==> config.mk <==
export PLATFORM = sky130hd
export DESIGN_NAME = sps_top
export DESIGN_NICKNAME = d
export VERILOG_FILES = /design/src/logic/sps_pkg.sv /design/src/logic/sps_ctl_if.sv /design/src/logic/sps_top.sv /design/src/logic/sps_shift_core.sv /design/src/logic/sps_avmm_slave.sv
export SDC_FILE = /design/constraint.sdc
export NUM_CORES = 1
export LEC_CHECK = 0
export ABC_AREA = 1
export BUFFER_PORTS_ARGS = -buffer_cell sky130_fd_sc_hd__buf_2
export CELL_PAD_IN_SITES_DETAIL_PLACEMENT = 1
export CELL_PAD_IN_SITES_GLOBAL_PLACEMENT = 1
export CORE_ASPECT_RATIO = 1.1
export CORE_MARGIN = 2
export CORE_UTILIZATION = 26
export DETAILED_ROUTE_END_ITERATION = 16
export PLACE_DENSITY = 0.88
export SLEW_MARGIN = 20
export SYNTH_ARGS = -nofsm -noshare
export SYNTH_HDL_FRONTEND = slang
export SYNTH_SLANG_ARGS = --single-unit
export TNS_END_PERCENT = 10
==> constraint.sdc <==
create_clock -name I_CLK -period 3.3 [get_ports I_CLK]
set_input_delay 0.99 -clock I_CLK [delete_from_list [all_inputs] [get_ports I_CLK]]
set_output_delay 0.99 -clock I_CLK [all_outputs]
set_load 0.01 [all_outputs]
==> src/logic/sps_pkg.sv <==
package sps_pkg;
  // register width
  localparam int unsigned WIDTH = 8;
  localparam int unsigned MSB = WIDTH - 1;
  localparam logic [WIDTH-1:0] REG_RESET = 8'h00;
  // bus map, byte addresses
  localparam int unsigned ADDR_W = 4;
  localparam logic [ADDR_W-1:0] OFS_CTRL = 4'h0;
  localparam logic [ADDR_W-1:0] OFS_STATUS = 4'h4;
  // control register fields
  localparam int unsigned CTRL_DRIVE_DIS_BIT = 0;
  localparam logic CTRL_DRIVE_DIS_RESET = 1'b0;
  // status register fields
  localparam int unsigned STATUS_VALUE_LSB = 0;
  localparam int unsigned STATUS_SER_OUT_BIT = 8;
  localparam int unsigned STATUS_OE_BIT = 9;
  localparam logic [31:0] RDATA_NONE = 32'h0000_0000;
  // bus answer state
  typedef enum logic [1:0] {
    SPS_BUS_IDLE = 2'b01,
    SPS_BUS_ACK = 2'b10
  } sps_bus_state_t;
endpackage

==> src/logic/sps_ctl_if.sv <==
`timescale 1ns/1ps
interface sps_ctl_if;
  logic [7:0] value;
  logic drive_dis;
  logic par_oe;
  modport core (output value, input drive_dis, input par_oe);
  modport bus (input value, output drive_dis, input par_oe);
endinterface

==> src/logic/sps_top.sv <==
`timescale 1ns/1ps
// Functional notes
// (RULE_01) eight edge flip-flops form one 8-bit register with stage and shift gating
// (RULE_02) contents change only on a rising clk edge, clearing aside
// (RULE_03) clear_n low clears all bits and ser_out at once, ignoring everything
// (RULE_04) op_allow_n high holds; low makes the edge shift or load
// (RULE_05) select high shifts right; low loads and turns bus drivers off
// (RULE_06) shift with sign_ext_n high: top bit takes input a or b by entry_pick
// (RULE_07) shift with sign_ext_n low: top bit keeps its value, copying the sign
// (RULE_08) bus_drive_n high floats every par_bus pin whatever else is set
// (RULE_09) floating the bus blocks neither shift, load nor clear
// (RULE_10) load edge captures each par_bus pin; register isolated from pins meanwhile
// (RULE_11) ser_out always driven from bit 0, unaffected by bus disables
// (RULE_12) shift moves each bit n from n+1, ser_out then shows old bit 1
// (RULE_13) one shared set of eight pins is both load input and output
// (RULE_14) outside master drives valid par_bus data around each load edge
module sps_top (
  // clock, bus reset and register clear
  input wire logic I_CLK,
  input wire logic I_RSTN,
  input wire logic I_CLEAR_N,
  // mode controls
  input wire logic I_OP_ALLOW_N,
  input wire logic I_SHIFT_OR_LOAD_SEL,
  input wire logic I_SIGN_EXT_N,
  input wire logic I_ENTRY_PICK,
  input wire logic I_BUS_DRIVE_N,
  // serial side
  input wire logic I_SER_IN_A,
  input wire logic I_SER_IN_B,
  output logic O_SER_OUT,
  output logic O_TOP_BIT,
  // shared parallel pins
  input wire logic [7:0] I_PAR_BUS,
  output logic [7:0] O_PAR_BUS,
  output logic [7:0] O_PAR_BUS_OE,
  // avalon-mm register bus
  input wire logic [3:0] I_AVS_ADDRESS,
  input wire logic I_AVS_READ,
  input wire logic I_AVS_WRITE,
  input wire logic [3:0] I_AVS_BYTEENABLE,
  input wire logic [31:0] I_AVS_WRITEDATA,
  output logic [31:0] O_AVS_READDATA,
  output logic O_AVS_WAITREQUEST
);
  sps_ctl_if ctl ();

  logic oe_q;
  logic oe_d;
  logic load_sel;
  logic par_oe;

  // the load edge reads the same pins that otherwise carry the register
  sps_shift_core u_core (
    .i_clk(I_CLK),
    .i_clear_n(I_CLEAR_N),
    .i_op_allow_n(I_OP_ALLOW_N),
    .i_shift_or_load_sel(I_SHIFT_OR_LOAD_SEL),
    .i_sign_ext_n(I_SIGN_EXT_N),
    .i_entry_pick(I_ENTRY_PICK),
    .i_ser_in_a(I_SER_IN_A),
    .i_ser_in_b(I_SER_IN_B),
    .i_par_in(I_PAR_BUS), // see (RULE_13) (RULE_14)
    .ctl(ctl.core)
  );

  sps_avmm_slave u_bus (
    .i_clk(I_CLK),
    .i_rstn(I_RSTN),
    .i_address(I_AVS_ADDRESS),
    .i_read(I_AVS_READ),
    .i_write(I_AVS_WRITE),
    .i_byteenable(I_AVS_BYTEENABLE),
    .i_writedata(I_AVS_WRITEDATA),
    .o_readdata(O_AVS_READDATA),
    .o_waitrequest(O_AVS_WAITREQUEST),
    .i_ser_out(ctl.value[0]),
    .ctl(ctl.bus)
  );

  assign load_sel = !I_OP_ALLOW_N && !I_SHIFT_OR_LOAD_SEL;

  // software enable is registered; the pin controls gate it at once, so the
  // pins float in the very cycle that bus_drive_n or a load asks for it
  always_comb begin
    oe_d = !ctl.drive_dis;
  end

  always_comb begin
    if (I_BUS_DRIVE_N) begin
      par_oe = 1'b0; // see (RULE_08) (RULE_09)
    end else if (load_sel) begin
      par_oe = 1'b0; // see (RULE_05) (RULE_10)
    end else begin
      par_oe = oe_q;
    end
  end

  always_ff @(posedge I_CLK) begin
    if (!I_RSTN) begin
      oe_q <= 1'b0;
    end else begin
      oe_q <= oe_d;
    end
  end

  assign ctl.par_oe = par_oe;
  assign O_PAR_BUS = ctl.value; // see (RULE_13)
  assign O_PAR_BUS_OE = {sps_pkg::WIDTH{par_oe}};
  assign O_SER_OUT = ctl.value[0]; // see (RULE_11)
  assign O_TOP_BIT = ctl.value[sps_pkg::MSB];

  a_float_on_drive_n: assert property (@(posedge I_CLK) disable iff (!I_RSTN) // see (RULE_08)
    I_BUS_DRIVE_N |-> O_PAR_BUS_OE == 8'h00)
    else $error("par_bus driven while bus_drive_n high");

  a_float_on_load: assert property (@(posedge I_CLK) disable iff (!I_RSTN) // see (RULE_05)
    load_sel |-> O_PAR_BUS_OE == 8'h00)
    else $error("par_bus driven during load");

  a_shift_while_float: assert property (@(posedge I_CLK) disable iff (!I_CLEAR_N) // see (RULE_09)
    (I_BUS_DRIVE_N && !I_OP_ALLOW_N && I_SHIFT_OR_LOAD_SEL)
      |=> O_SER_OUT == $past(ctl.value[1]))
    else $error("shift blocked while outputs float");

  a_ser_out_bit0: assert property (@(posedge I_CLK) // see (RULE_11)
    (O_SER_OUT == O_PAR_BUS[0]) and (!I_CLEAR_N |-> !O_SER_OUT))
    else $error("ser_out does not follow bit 0");
endmodule

==> src/logic/sps_shift_core.sv <==
`timescale 1ns/1ps
module sps_shift_core (
  // clock and clear
  input wire logic i_clk,
  input wire logic i_clear_n,
  // mode controls
  input wire logic i_op_allow_n,
  input wire logic i_shift_or_load_sel,
  input wire logic i_sign_ext_n,
  input wire logic i_entry_pick,
  // data inputs
  input wire logic i_ser_in_a,
  input wire logic i_ser_in_b,
  input wire logic [7:0] i_par_in,
  // register state out
  sps_ctl_if.core ctl
);
  logic [7:0] bits_q;
  logic [7:0] bits_d;
  logic top_bit_entry;

  // serial entry for the top bit: own value under sign extension
  always_comb begin
    if (!i_sign_ext_n) begin
      top_bit_entry = bits_q[sps_pkg::MSB]; // see (RULE_07)
    end else if (i_entry_pick) begin
      top_bit_entry = i_ser_in_b; // see (RULE_06)
    end else begin
      top_bit_entry = i_ser_in_a; // see (RULE_06)
    end
  end

  // per-stage gating: hold, shift, load
  genvar n;
  generate
    for (n = 0; n < sps_pkg::WIDTH; n++) begin : g_stage
      logic shift_src;
      if (n == sps_pkg::MSB) begin : g_top
        assign shift_src = top_bit_entry;
      end else begin : g_low
        assign shift_src = bits_q[n+1]; // see (RULE_12)
      end
      always_comb begin
        if (i_op_allow_n) begin
          bits_d[n] = bits_q[n]; // see (RULE_04)
        end else if (i_shift_or_load_sel) begin
          bits_d[n] = shift_src; // see (RULE_05)
        end else begin
          bits_d[n] = i_par_in[n]; // see (RULE_10)
        end
      end
    end
  endgenerate

  // eight edge flip-flops, cleared at once by clear_n
  always_ff @(posedge i_clk or negedge i_clear_n) begin // see (RULE_01) (RULE_02)
    if (!i_clear_n) begin
      bits_q <= sps_pkg::REG_RESET; // see (RULE_03)
    end else begin
      bits_q <= bits_d;
    end
  end

  assign ctl.value = bits_q;

  a_hold_keeps: assert property (@(posedge i_clk) disable iff (!i_clear_n) // see (RULE_04)
    i_op_allow_n |=> bits_q == $past(bits_q))
    else $error("hold changed the register");

  a_shift_moves_right: assert property (@(posedge i_clk) disable iff (!i_clear_n) // see (RULE_12)
    (!i_op_allow_n && i_shift_or_load_sel) |=> bits_q[6:0] == $past(bits_q[7:1]))
    else $error("shift did not move bits right");

  a_entry_mux_top: assert property (@(posedge i_clk) disable iff (!i_clear_n) // see (RULE_06)
    (!i_op_allow_n && i_shift_or_load_sel && i_sign_ext_n)
      |=> bits_q[7] == ($past(i_entry_pick) ? $past(i_ser_in_b) : $past(i_ser_in_a)))
    else $error("top bit took wrong serial input");

  a_sign_ext_top: assert property (@(posedge i_clk) disable iff (!i_clear_n) // see (RULE_07)
    (!i_op_allow_n && i_shift_or_load_sel && !i_sign_ext_n)
      |=> bits_q[7] == $past(bits_q[7]) && bits_q[6] == $past(bits_q[7]))
    else $error("sign extension lost the sign bit");

  a_load_captures: assert property (@(posedge i_clk) disable iff (!i_clear_n) // see (RULE_10)
    (!i_op_allow_n && !i_shift_or_load_sel) |=> bits_q == $past(i_par_in))
    else $error("load did not capture parallel input");

  a_clear_zero: assert property (@(posedge i_clk) // see (RULE_03)
    !i_clear_n |-> bits_q == sps_pkg::REG_RESET)
    else $error("register not clear while clear_n low");
endmodule

==> src/logic/sps_avmm_slave.sv <==
`timescale 1ns/1ps
module sps_avmm_slave (
  // clock and reset
  input wire logic i_clk,
  input wire logic i_rstn,
  // avalon-mm slave
  input wire logic [3:0] i_address,
  input wire logic i_read,
  input wire logic i_write,
  input wire logic [3:0] i_byteenable,
  input wire logic [31:0] i_writedata,
  output logic [31:0] o_readdata,
  output logic o_waitrequest,
  // ser_out copy for status
  input wire logic i_ser_out,
  // block side
  sps_ctl_if.bus ctl
);
  sps_pkg::sps_bus_state_t state_q;
  sps_pkg::sps_bus_state_t state_d;
  logic [31:0] rdata_q;
  logic [31:0] rdata_d;
  logic drive_dis_q;
  logic drive_dis_d;
  logic accept;

  function automatic logic hit(input logic [3:0] addr, input logic [3:0] ofs);
    hit = (addr == ofs);
  endfunction

  // request is taken at the edge where waitrequest is low
  assign accept = (state_q == sps_pkg::SPS_BUS_ACK) && (i_read || i_write);

  always_comb begin
    state_d = state_q;
    rdata_d = rdata_q;
    drive_dis_d = drive_dis_q;
    case (state_q)
      sps_pkg::SPS_BUS_IDLE: begin
        if (i_read || i_write) begin
          state_d = sps_pkg::SPS_BUS_ACK;
          rdata_d = sps_pkg::RDATA_NONE;
          if (i_read && hit(i_address, sps_pkg::OFS_CTRL)) begin
            rdata_d[sps_pkg::CTRL_DRIVE_DIS_BIT] = drive_dis_q;
          end else if (i_read && hit(i_address, sps_pkg::OFS_STATUS)) begin
            rdata_d[sps_pkg::STATUS_VALUE_LSB +: 8] = ctl.value;
            rdata_d[sps_pkg::STATUS_SER_OUT_BIT] = i_ser_out;
            rdata_d[sps_pkg::STATUS_OE_BIT] = ctl.par_oe;
          end
        end
      end
      sps_pkg::SPS_BUS_ACK: begin
        state_d = sps_pkg::SPS_BUS_IDLE;
        if (accept && i_write && hit(i_address, sps_pkg::OFS_CTRL) && i_byteenable[0]) begin
          drive_dis_d = i_writedata[sps_pkg::CTRL_DRIVE_DIS_BIT];
        end
      end
      default: begin
        state_d = sps_pkg::SPS_BUS_IDLE;
      end
    endcase
  end

  always_ff @(posedge i_clk) begin
    if (!i_rstn) begin
      state_q <= sps_pkg::SPS_BUS_IDLE;
      rdata_q <= sps_pkg::RDATA_NONE;
      drive_dis_q <= sps_pkg::CTRL_DRIVE_DIS_RESET;
    end else begin
      state_q <= state_d;
      rdata_q <= rdata_d;
      drive_dis_q <= drive_dis_d;
    end
  end

  assign o_waitrequest = (state_q != sps_pkg::SPS_BUS_ACK);
  assign o_readdata = rdata_q;
  assign ctl.drive_dis = drive_dis_q;

  a_wait_one_cycle: assert property (@(posedge i_clk) disable iff (!i_rstn)
    !o_waitrequest |=> o_waitrequest)
    else $error("waitrequest low for more than one cycle");
endmodule

==> flow_summary.yaml <==
status:
  status: "completed"
floorplanning:
  die_y_um: 76.3
  die_w_um: 69.7
  die_area_um2: 5320
  core_area_um2: 4620
  start_util: 0.267
  io_pins: 111
  rows: 26
layout:
  diodes: 0
  final_cell_area_um2: 1450
  fin_util: 0.314
  drive_gt1_frac: 0.366
  fin_nets: 263
  area_growth_syn_to_layout_pct: 17.6
sta:
  grt_setup_unrepaired: "false"
  clock.fmax_ghz: 0.350
  tns_ns: 0
  final_hold_viol_count: 0
  fin_worst_skew_ns: 0.00515
  period_needed_ns: 2.86
  fin_crit_sh: 0.865
  setup_viol: 0
  finalMaxSlewViolations: 0
setup_path:
  cp-end-kind: "output pin"
  worstPathRequired_ns: 2.31
  r2r-start: "u_bus.state_q[0]"
  reg2reg_slack_ns: 2.19
  cpMaxStageDelayCell: "nor2_1"
  critical_path_class: "input pin to output pin"
  path_cells: "buf_2, o21ai_1, nor2_1, buf_2"
  crit_path_max_fanout: 9
  crit_top_cell: "buf_2"
  timing.rr.end: "u_bus.o_readdata[9]"
  r2r_cells: 6
  cp_slowest_stage_delay_ns: 0.36
  crit_family: "buffers and inverters"
  crit_buf_inv: 2
  crit_arrival_ns: 1.87
  startpoint_type: "input pin"
cts:
  cts_setup_buffers: 0
  cts.repair.resized: 0
  root_buffer: "clkbuf_8"
  cts_tree: "built"
  numClockSinks: 22
  clk_pin_slew_ns: 0.08
  numCtsBuffers: 3
  h-tree-depth: 1
  clk_latency_ns: 0.27
  cts_hold_buffers: 0
  clockBufferDepth: 2
placement:
  placed_cell_area_um2: 1400
  place_congestion: 0.740
  dp_hpwl_mm: 2.53
  port_buffers: 54
grt:
  grt_pass1_vias: 1130
  track_usage: 0.119
  overflow: 0
  grt_pass1_wl_mm: 5.12
  antenna_found_initial: 0
  grt_max_degree: 13
synthesis:
  synth.distinct_cells: 25
  yosysWarnings: 0
  syn_area_um2: 1230
  syn_inst: 157
  ys_ff_latch: 22
  syn_avg_cell_area_um2: 7.87
  seq_area_frac_synth: 0.389
detailed_routing:
  drt_iter0_markers: 17
  drtPass1Iterations: 4
  num_vias: 1108
  viasPerCell: 4.29
  drcViolationCount: 0
  wl_per_cell_um: 11.9
  wirelength_mm: 3.08
  postRouteAntennaNets: 0
pwr:
  peakVddDrop_mv: 0.123
  power_density_nw_per_um2: 431
  p_leak_nw: 0.753
  p_total_mw: 0.626
worst_hold_path:
  worstHoldEndpoint: "oe_q"
  min_path_type: "flop to flop"
  min_from: "u_bus.ctl.drive_dis"
  whs_path_depth: 1
job:
  cap_violations: 0
layout make-up:
type | instances | area (µm²)
inverters | 11 | 48.8
well taps | 56 | 70.1
multi-input cells | 110 | 520
fillers | 612 | 3170
clock buffers | 4 | 55.1
repair buffers | 55 | 278
flip-flops and latches | 22 | 480
synth_stat cells, drive strengths merged:
cell	number	area, µm²
dfrtp	8	200
inv	9	36.3
nor2	16	81.3
buf	35	264
nand3	10	55.1
dfxtp	14	280
clkinv	2	12.5
nor3	1	5.00
o21bai	1	7.51
o21ai	6	30.0
nand2	30	135
conb	1	3.75
a21oi	24	124
cell families after synthesis:
| logic type | after synthesis | synth area share |
|---|---|---|
| buffers and inverters | 46 | 0.253 |
| AO/OA/AOI/OAI | 31 | 0.131 |
| flip-flops | 22 | 0.389 |
| AND/OR/NAND/NOR | 57 | 0.224 |
| other | 1 | 0.00304 |
layer usage:
metal	GRT usage	wire length, µm	up-vias
met4	0.0577	50	0
met1	0.129	1230	520
li1	-	-	536
met2	0.215	1560	48
met5	0	0	-
met3	0.0265	230	4
stage by stage:
stage / setup WS, ns / hold WS (ns) / cells
final: 0.445 / 0.457 / 258
after global routing: 0.322 / 0.486 / 258
after floorplan: 0.564 / 0.414 / 178
after global placement: 0.493 / 0.442 / 254
after CTS: 0.435 / 0.468 / 258
after detailed placement: 0.434 / 0.455 / 254
flip-flops by register name, indices dropped and copies added, names as in the netlist:
| signal | flops |
|---|---|
| oe_q | 1 |
| u_bus.ctl.drive_dis | 1 |
| u_bus.o_readdata | 10 |
| u_bus.state_q | 2 |
| u_core.ctl.value | 8 |
worst max-delay path by stage:
| stage | from | endpoint | depth (start not counted) |
|---|---|---|---|
| detailed placement | I_OP_ALLOW_N | O_PAR_BUS_OE[2] | 4 |
| global placement | I_OP_ALLOW_N | O_PAR_BUS_OE[5] | 4 |
| global route | I_OP_ALLOW_N | O_PAR_BUS_OE[2] | 4 |
| finish | I_OP_ALLOW_N | O_PAR_BUS_OE[2] | 4 |
| CTS | I_OP_ALLOW_N | O_PAR_BUS_OE[2] | 4 |
| floorplan | I_OP_ALLOW_N | O_PAR_BUS_OE[0] | 4 |
cell usage in the layout, fill, tap and decap left out:
master	count
buf_2	54
nand2_1	23
a21oi_1	23
conb_1	22
dfxtp_1	14
nor2_1	13
nand3_1	9
dfrtp_1	8
inv_1	7
nand2_2	6
o21ai_1	4
clkbuf_8	4
nor2_2	2
o21ai_0	2
inv_2	1
nand2_4	1
clkinv_4	1
nor2_8	1
nand3_2	1
clkinv_1	1
a21oi_2	1
inv_4	1
nor3_1	1
o21bai_1	1
buf_4	1
where the power goes:
part,internal (mW),leakage (nW),switching (mW)
combinational,0.0445,0.519,0.0846
sequential,0.284,0.205,0.0171
clock,0.107,0.0288,0.0897
total,0.435,0.753,0.191
Note: power is estimated with default switching activity, not from simulation.
